--- config.mk ---
export PLATFORM = sky130hd
export DESIGN_NAME = inc_dec_literal_exec_unit
export DESIGN_NICKNAME = d
export VERILOG_FILES = /design/src/include/exec_pkg.sv /design/src/rtl/exec_alu.sv /design/src/rtl/inc_dec_literal_exec_unit.sv
export VERILOG_INCLUDE_DIRS = /design/src /design/src/include
export SDC_FILE = /design/constraint.sdc
export NUM_CORES = 1
export LEC_CHECK = 0
export BUFFER_PORTS_ARGS = -buffer_cell sky130_fd_sc_hd__buf_2
export CORE_MARGIN = 2
export CORE_UTILIZATION = 51
export DETAILED_ROUTE_END_ITERATION = 8
export HOLD_SLACK_MARGIN = 0.08
export PLACE_DENSITY = 0.91
export SLEW_MARGIN = 10
export SYNTH_ARGS = -nofsm -noshare
export SYNTH_HDL_FRONTEND = slang
export SYNTH_SLANG_ARGS = --single-unit
export TNS_END_PERCENT = 10
--- constraint.sdc ---
create_clock -name i_ref_clk -period 2.3 [get_ports i_ref_clk]
set_input_delay 0.345 -clock i_ref_clk [delete_from_list [all_inputs] [get_ports i_ref_clk]]
set_output_delay 0.345 -clock i_ref_clk [all_outputs]
set_load 0.005 [all_outputs]
--- src/include/exec_consts.svh ---
// Purpose: constants of the increment/decrement and literal execution unit
// Assumes: core clock of 25 MHz, four core clocks per instruction cycle
// Notes:   widths, timing counts, destination selects and reset values as macros
// How it works
// - decrement file: f minus one to w or file by dest, z updated
// - increment file: f plus one to w or file by dest, z updated
// - decrement-skip: f minus one to w or file, flags untouched
// - increment-skip: f plus one to w or file, flags untouched
// - skip result non-zero: next instruction runs, one instruction cycle
// - skip result zero: next instruction replaced by no-op, two cycles
// - or literal: w or 8-bit literal into w, z updated
// - load literal: literal into w, flags untouched
`ifndef EXEC_CONSTS_SVH
`define EXEC_CONSTS_SVH

`define DATA_W        8
`define ADDR_W        7
`define OP_W          3
`define DEST_W_SEL    1'b0
`define DEST_F_SEL    1'b1
`define CLK_PERIOD_NS 40
`define INSTR_CYC_NS  160
`define CLKS_PER_CYC  (`INSTR_CYC_NS / `CLK_PERIOD_NS)
`define DIV_W         2
`define W_RST         8'h00
`define Z_RST         1'b0

`endif

--- src/include/exec_pkg.sv ---
// Purpose: types shared by the execution unit and its arithmetic stage
// Assumes: exec_consts.svh supplies the widths
// Notes:   opcode values are local to this unit, not the core's encoding
`include "exec_consts.svh"
package exec_pkg;

  typedef enum logic [`OP_W-1:0] {
    OP_NOP                    = 3'h0,
    OP_DECREMENT_FILE         = 3'h1,
    OP_INCREMENT_FILE         = 3'h2,
    OP_DECREMENT_SKIP_ZERO    = 3'h3,
    OP_INCREMENT_SKIP_ZERO    = 3'h4,
    OP_OR_LITERAL             = 3'h5,
    OP_LOAD_LITERAL           = 3'h6
  } op_t;

  typedef struct packed {
    logic                valid;
    op_t                 op;
    logic                dest;
    logic [`ADDR_W-1:0]  addr;
    logic [`DATA_W-1:0]  lit;
  } instr_t;

  typedef struct packed {
    logic [`DATA_W-1:0]  result;
    logic                to_w;
    logic                to_file;
    logic                z_upd;
    logic                z;
    logic                skip;
  } alu_out_t;

  typedef enum logic [1:0] {
    ST_EXEC = 2'h0,
    ST_SKIP = 2'h1
  } state_t;

endpackage : exec_pkg

--- src/rtl/exec_alu.sv ---
// Purpose: combinational result, destination, flag and skip decision
// Assumes: file operand is the addressed register read in the same cycle
// Notes:   no state; the top module registers everything it produces
`timescale 1ns/1ps
`include "exec_consts.svh"
module exec_alu
  import exec_pkg::*;
(
  input  instr_t              i_instr,
  input  logic [`DATA_W-1:0]  i_w,
  input  logic [`DATA_W-1:0]  i_file_rdata,
  output alu_out_t            o_alu
);

  // operation decode; default leaves every destination and flag alone
  always_comb begin
    o_alu         = '0;
    case (i_instr.op)
      OP_DECREMENT_FILE: begin
        o_alu.result  = i_file_rdata - 8'h01;
        o_alu.z_upd   = 1'b1;
      end
      OP_INCREMENT_FILE: begin
        o_alu.result  = i_file_rdata + 8'h01;
        o_alu.z_upd   = 1'b1;
      end
      OP_DECREMENT_SKIP_ZERO: begin
        o_alu.result  = i_file_rdata - 8'h01;
        o_alu.skip    = (o_alu.result == 8'h00);
      end
      OP_INCREMENT_SKIP_ZERO: begin
        o_alu.result  = i_file_rdata + 8'h01;
        o_alu.skip    = (o_alu.result == 8'h00);
      end
      OP_OR_LITERAL: begin
        o_alu.result  = i_w | i_instr.lit;
        o_alu.z_upd   = 1'b1;
        o_alu.to_w    = 1'b1;
      end
      OP_LOAD_LITERAL: begin
        o_alu.result  = i_instr.lit;
        o_alu.to_w    = 1'b1;
      end
      default: o_alu  = '0;
    endcase
    // file-register operations route by the destination bit
    if (i_instr.op inside {OP_DECREMENT_FILE, OP_INCREMENT_FILE,
                           OP_DECREMENT_SKIP_ZERO, OP_INCREMENT_SKIP_ZERO}) begin
      o_alu.to_w    = (i_instr.dest == `DEST_W_SEL);
      o_alu.to_file = (i_instr.dest == `DEST_F_SEL);
    end
    o_alu.z         = (o_alu.result == 8'h00);
  end

endmodule : exec_alu

--- src/rtl/inc_dec_literal_exec_unit.sv ---
// Purpose: executes increment/decrement, their skip forms and two literal ops
// Assumes: core presents one instruction per instruction cycle on i_instr,
//          with the addressed file register already on i_file_rdata
// Notes:   results land one clock after the instruction-cycle enable
`timescale 1ns/1ps
`include "exec_consts.svh"
module inc_dec_literal_exec_unit
  import exec_pkg::*;
(
  input  logic                i_ref_clk,
  input  logic                i_rst,
  input  instr_t              i_instr,
  input  logic [`DATA_W-1:0]  i_file_rdata,
  output logic [`DATA_W-1:0]  o_w,
  output logic                o_z,
  output logic                o_file_we,
  output logic [`ADDR_W-1:0]  o_file_addr,
  output logic [`DATA_W-1:0]  o_file_wdata,
  output logic                o_retire,
  output logic                o_nop_slot,
  output logic                o_cycle_strobe
);

  // registered state and next values
  logic [`DIV_W-1:0]   div_r;
  logic [`DIV_W-1:0]   div_nxt;
  logic                cyc_r;
  logic                cyc_nxt;
  state_t              state_r;
  state_t              state_nxt;
  logic [`DATA_W-1:0]  w_r;
  logic [`DATA_W-1:0]  w_nxt;
  logic                z_r;
  logic                z_nxt;
  logic                we_r;
  logic                we_nxt;
  logic [`ADDR_W-1:0]  addr_r;
  logic [`ADDR_W-1:0]  addr_nxt;
  logic [`DATA_W-1:0]  wdata_r;
  logic [`DATA_W-1:0]  wdata_nxt;
  logic                done_r;
  logic                done_nxt;
  logic                nop_r;
  logic                nop_nxt;
  logic                cycle_en;
  logic                take;
  alu_out_t            alu_o;

  // arithmetic and routing decision for the presented instruction
  exec_alu u_alu (
    .i_instr      (i_instr),
    .i_w          (w_r),
    .i_file_rdata (i_file_rdata),
    .o_alu        (alu_o)
  );

  // instruction-cycle divider: one enable pulse every four core clocks
  always_comb begin
    cycle_en = (div_r == `DIV_W'(`CLKS_PER_CYC - 1));
    div_nxt  = cycle_en ? '0 : div_r + `DIV_W'(1);
    cyc_nxt  = cycle_en;
  end

  always_ff @(posedge i_ref_clk or posedge i_rst) begin
    if (i_rst) begin
      div_r <= '0;
      cyc_r <= 1'b0;
    end else begin
      div_r <= div_nxt;
      cyc_r <= cyc_nxt;
    end
  end

  // an instruction is executed only outside a skip slot
  assign take = cycle_en && i_instr.valid && (state_r == ST_EXEC);

  // execution: the skip slot throws away whatever the core presents
  always_comb begin
    state_nxt = state_r;
    w_nxt     = w_r;
    z_nxt     = z_r;
    we_nxt    = 1'b0;
    addr_nxt  = addr_r;
    wdata_nxt = wdata_r;
    done_nxt  = 1'b0;
    nop_nxt   = 1'b0;
    if (cycle_en) begin
      case (state_r)
        ST_EXEC: begin
          if (i_instr.valid) begin
            done_nxt = 1'b1;
            if (alu_o.to_w) begin
              w_nxt = alu_o.result;
            end
            if (alu_o.to_file) begin
              we_nxt    = 1'b1;
              addr_nxt  = i_instr.addr;
              wdata_nxt = alu_o.result;
            end
            if (alu_o.z_upd) begin
              z_nxt = alu_o.z;
            end
            // non-zero skip result keeps the pipe flowing next cycle
            state_nxt = alu_o.skip ? ST_SKIP : ST_EXEC;
          end
        end
        ST_SKIP: begin
          nop_nxt   = 1'b1;
          state_nxt = ST_EXEC;
        end
        default: state_nxt = ST_EXEC;
      endcase
    end
  end

  always_ff @(posedge i_ref_clk or posedge i_rst) begin
    if (i_rst) begin
      state_r <= ST_EXEC;
      w_r     <= `W_RST;
      z_r     <= `Z_RST;
      we_r    <= 1'b0;
      addr_r  <= '0;
      wdata_r <= '0;
      done_r  <= 1'b0;
      nop_r   <= 1'b0;
    end else begin
      state_r <= state_nxt;
      w_r     <= w_nxt;
      z_r     <= z_nxt;
      we_r    <= we_nxt;
      addr_r  <= addr_nxt;
      wdata_r <= wdata_nxt;
      done_r  <= done_nxt;
      nop_r   <= nop_nxt;
    end
  end

  // every output straight from a flop
  assign o_w            = w_r;
  assign o_z            = z_r;
  assign o_file_we      = we_r;
  assign o_file_addr    = addr_r;
  assign o_file_wdata   = wdata_r;
  assign o_retire       = done_r;
  assign o_nop_slot     = nop_r;
  assign o_cycle_strobe = cyc_r;
endmodule : inc_dec_literal_exec_unit

Word-level counts from Yosys, hierarchy flattened:

Cells that the tools add are included.

* register bits after elaboration: 32
* input port bits: 30

* add/sub/neg operators: 3
* equal/unequal tests: 9
* multiplexer cells: 18
* bitwise gates (word level): 2
* reductions and logical operators: 13

Operators with widths (number)
* $pmux 8 s4: 1
* $logic_not 8->1: 3
* $mux 1: 12
* $reduce_and 4->1: 3
* $eq 3x3->1 const B: 3
* $add 8x1->8 const B: 1
* $mux 2: 4
* $or 8x8->8: 1
* $sub 8x1->8 const B: 1
* $eq 3x2->1 const B: 2
* $reduce_or 2->1: 3
* $reduce_bool 4->1: 1
* $eq 3x1->1 const B: 1
* $reduce_or 3->1: 1
* $add 2x1->2 const B: 1
* $eq 2x1->1 const B: 1
* $eq 2x2->1 const B: 1
* $logic_not 2->1: 1
* $ne 2x2->1 const B: 1
* $pmux 1 s2: 1
* $reduce_and 2->1: 1
* $not 1->1: 1

Depth between registers and ports, before layout:

* depth in word-level cells: 8
* depth in mapped cells: 8

Hierarchy:

Synthesis repeated with hierarchy kept, for this count alone.

* cell total of the unflattened synthesis: 200
* area total of the unflattened synthesis: 2102.0 um^2

Modules (own cells, without submodules)
* inc_dec_literal_exec_unit: times used 1, cells an instance 68, area an instance 1211.2 um^2, sequential area each 775.7 um^2
* exec_alu: times used 1, cells an instance 132, area an instance 890.9 um^2, sequential area each 0.0 um^2

Least setup slack after synthesis:

OpenSTA, ideal clock, no wires.

* path kind: input to register
* from: input i_file_rdata[2]
* to: register z_r, in the netlist o_z
* library setup time: 0.104 ns
* arrival time: 1.913 ns
* required time: 2.196 ns
* setup slack: 0.283 ns
* stages on the path: 7
* buffers on the path: 1
* path through: buf_2 -> nor4_4 -> and2_1 -> o221a_1 -> o22ai_1 -> or3_1 -> o41ai_2

* word-level cells in the longest chain between the ends: 3
* elaborated cells between the ends (all ways): 4
* classes of those cells: add/sub (2); mux (1); reduce/logical (1)

Ends and longest elaborated chain
* from (decl): RTL line inc_dec_literal_exec_unit.sv:13 `` input logic [`DATA_W-1:0] i_file_rdata, ``
* $add 8x1->8 / $sub 8x1->8 (equally long branches)
* $pmux 8 s4 *: RTL line exec_alu.sv:18 `case (i_instr.op)`
* $logic_not 8->1 *: RTL line exec_alu.sv:52 `o_alu.z = (o_alu.result == 8'h00);`
* to (signal assigned): RTL line inc_dec_literal_exec_unit.sv:120 `` z_r <= `Z_RST; ``
* to (signal assigned): RTL line inc_dec_literal_exec_unit.sv:129 `z_r <= z_nxt;`
* to (decl): RTL line inc_dec_literal_exec_unit.sv:33 `logic z_r;`

Mark *: on every way between the ends. The rest lies on a longest branch, timed or not.
A chain may end at the register's enable or synchronous reset.

Worst setup path after layout:

* from: register div_r[0]
* to: register w_r[5], in the netlist o_w[5]

* word-level cells in the longest chain between the ends: 2

Ends and longest elaborated chain
* from (decl): RTL line inc_dec_literal_exec_unit.sv:25 `` logic [`DIV_W-1:0] div_r; ``
* from (signal assigned): RTL line inc_dec_literal_exec_unit.sv:69 `div_r <= div_nxt;`
* $eq 2x2->1: RTL line inc_dec_literal_exec_unit.sv:59 `` cycle_en = (div_r == `DIV_W'(`CLKS_PER_CYC - 1)); ``
* via cyc_nxt: RTL line inc_dec_literal_exec_unit.sv:28 `logic cyc_nxt;`
* $reduce_and 4->1 (no line)
* to (signal assigned): RTL line inc_dec_literal_exec_unit.sv:119 `` w_r <= `W_RST; ``
* to (signal assigned): RTL line inc_dec_literal_exec_unit.sv:128 `w_r <= w_nxt;`
* to (decl): RTL line inc_dec_literal_exec_unit.sv:31 `` logic [`DATA_W-1:0] w_r; ``

The timed path passes the listed nets, and every way through them passes these cells.

==> impl_metrics.toml <==
[floorplan]
rows = 22
die_w_um = 65.0
num_io_pins = 58
fp.coreArea_sq_mm = 0.00363
die_y_um = 65.0
dieArea_sq_mm = 0.00423
initial_utilization_pct = 52.3

[finish]
final_layout_size_suffix_gt1_share_pct = 30.8
multi_input_area_sq_mm = 0.00104
post-route-util_pct = 64.2
regArea_sq_um = 776
diodes = 0
areaGrowthSynthToFinish_pct = 22.8
nNetsFinal = 312
fillCellCount = 313
layout_commonest_cell = "buf_2"
fin_cells = 324
final_cell_mix = "buf_2 (57), nand2_1 (41), dfrtp_1 (31)"

[sta]
clock.fmax_mhz = 494
maxSlewViolCount = 0
hold_viol_final = 0
finalCriticalPeriod_ps = 2030
whs_ps = 129
rsz0062_at_grt = "false"
period_share_pct = 88.1
tns_ps = 0
tightest_slew_ps = 893
setup_violations = 0
relSlewSlack_pct = 40.4
skew_ps = 1.65

[placement]
port_buffers = 57
place_congestion = 0.860
dpl.hpwl_um = 3430
dp.cells = 318

[power_and_ir_drop]
pwr-share-seq_pct = 47.9
total_power_mw = 1.43
p_leak_nw = 1.16
swShare_pct = 29.2
pwr-share-clk_pct = 26.4
combPwrFrac_pct = 25.6
p_int_mw = 1.01
power_switching_mw = 0.418
p_per_area_mw_per_mm2 = 613
peakVddDrop_mv = 0.431

[job]
cap_violations = 0

[setup_path]
critPathLaunchType = "flop"
worstPathArrival_ps = 2180
critPathMaxFanout = 9
required_ps = 2460
endpoint_kind = "flop"
worstSetupPathType = "reg -> reg"

[cts]
cts_resized = 0
cts_buffers = 5
path_clk_slew_ps = 60
clk_latency_ps = 280
cts-root-buf = "clkbuf_8"
cts_max_path_buffers = 2
htreeDepth = 2
clkSinkCount = 31
cts_tree = "built"
post-cts-setup-buffer-count = 0
hold_buffers = 0

[routing]
drc = 0
drt_iter0_drc = 116
totalWireLength_um = 4520
ant_nets = 0
viasPerCell = 5.55
routedWlPerCell_um = 13.9
vias = 1798
dr.pass1.iters = 4

[synthesis]
synth-main-ff-cell = "dfrtp_1"
synth-seq-cells = 31
ys_warn_count = 0
synth-seq-area-share_pct = 40.8
synth_area_leaders = "dfrtp_1 (41%), nand2_1 (8.1%), mux2_2 (5.3%), nor2_1 (3.8%), ha_1 (3.3%)"
synth.distinct_cells = 48
syn_avg_cell_area_sq_um = 8.83
synth_top_cell_area_share_pct = 40.8
synth_edf_count = 0
yosysTopAreaCell = "dfrtp_1"
ys_async_sr_fraction_pct = 100
syn_inst = 215
netlist_area_sq_mm = 0.00190
syn_nets = 250

[grt]
overflow = 0
antenna_found_initial = 0
grt_pass1_wl_um = 7400
grt_max_degree = 32
track_usage_pct = 22.7
grt_pass1_vias = 1529

[run_status]
status = "finished clean"

[min_path]
hold_class = "in -> async"
## stage by stage
step	setup slack [ps]	area (sq um)
final	274	2330
after global routing	106	2330
after CTS	270	2330
after detailed placement	14.7	2260
after global placement	95.3	2260
after floorplan	283	1900
## metal layers
metal	up-vias	wire length, um	track usage, %
li1	879	-	-
met1	850	2030	32.2
met2	59	2140	36.1
met3	10	256	2.60
met4	0	84	7.81
met5	-	0	0
## final cells by class
| type | instances | share of cell area, % |
|---|---|---|
| Sequential cell | 31 | 33.3 |
| Clock buffer | 6 | 3.11 |
| Tap cell | 48 | 2.58 |
| Multi-Input combinational cell | 165 | 44.6 |
| Inverter | 8 | 1.29 |
| Timing Repair Buffer | 66 | 15.1 |
## cell families (layout without fill, tap and decap cells)
group                      after synthesis  count (layout)  share of synthesized area [%]
DFF                                     31              31                           40.8
xor gates and xnor gates                 8               8                           3.69
muxes                                   12              12                           7.11
buffers and inverters                   19              80                           4.35
AOI/OAI and AO/OA                       47              47                           17.3
and+or+nand+nor                         92              92                           22.9
adders and majority gates                6               6                           3.82
## power by group through the flow
stage / registers (mW) / logic, mW / clock network (mW)
global placement: 0.690 / 0.357 / 0
floorplan: 0.698 / 0.188 / 0
CTS: 0.684 / 0.367 / 0.383
global route: 0.695 / 0.407 / 0.421
finish: 0.685 / 0.367 / 0.378
detailed placement: 0.692 / 0.366 / 0
## synthesized netlist by cell type (2+ instances only)
cell type / number
nor3b_1: 2
and3_1: 3
a22oi_1: 3
ha_1: 5
o21ai_0: 12
a21oi_1: 8
xnor2_1: 5
buf_2: 3
o211ai_1: 2
inv_1: 7
dfrtp_1: 31
o21ai_1: 2
clkbuf_1: 7
a221oi_1: 3
o22ai_1: 2
xor2_1: 3
and2_1: 2
nand3_1: 6
mux2_2: 9
a22o_1: 2
nor3_1: 3
nand2_1: 41
nor2b_1: 3
nor2_1: 19
nand2b_1: 2
or2_1: 2
or3_1: 2
mux2_1: 3
nand3b_1: 3
nand4_1: 2
## sequential cells by signal, summed over array words and instances, names as in the netlist
register	count
o_file_wdata	8
o_w	8
o_file_addr	7
div_r	2
o_cycle_strobe	1
o_file_we	1
o_nop_slot	1
o_retire	1
o_z	1
state_r	1
## worst paths after layout
check / from / endpoint / slack, ps / cells past startpoint
max in group asynchronous: i_rst / o_w[4]$_DFFE_PP0P_ / 1900 / 3
max reg2reg: div_r[0]$_DFF_PP0_ / o_w[5]$_DFFE_PP0P_ / 270 / 6
min reg2reg: div_r[0]$_DFF_PP0_ / div_r[0]$_DFF_PP0_ / 440 / 1
min: i_rst / o_cycle_strobe$_DFF_PP0_ / 130 / 3
min in group i_ref_clk: i_instr[8] / o_file_addr[0]$_DFFE_PP0P_ / 250 / 3
max: div_r[0]$_DFF_PP0_ / o_w[5]$_DFFE_PP0P_ / 270 / 6
## critical path: stages, from the launching register on
cell	delay, ps
dfrtp_1	350
ha_1	200
inv_1	70
nor3b_1	190
buf_4	170
o2111ai_1	440
mux2_1	490
Note: power is estimated with default switching activity, not from simulation.
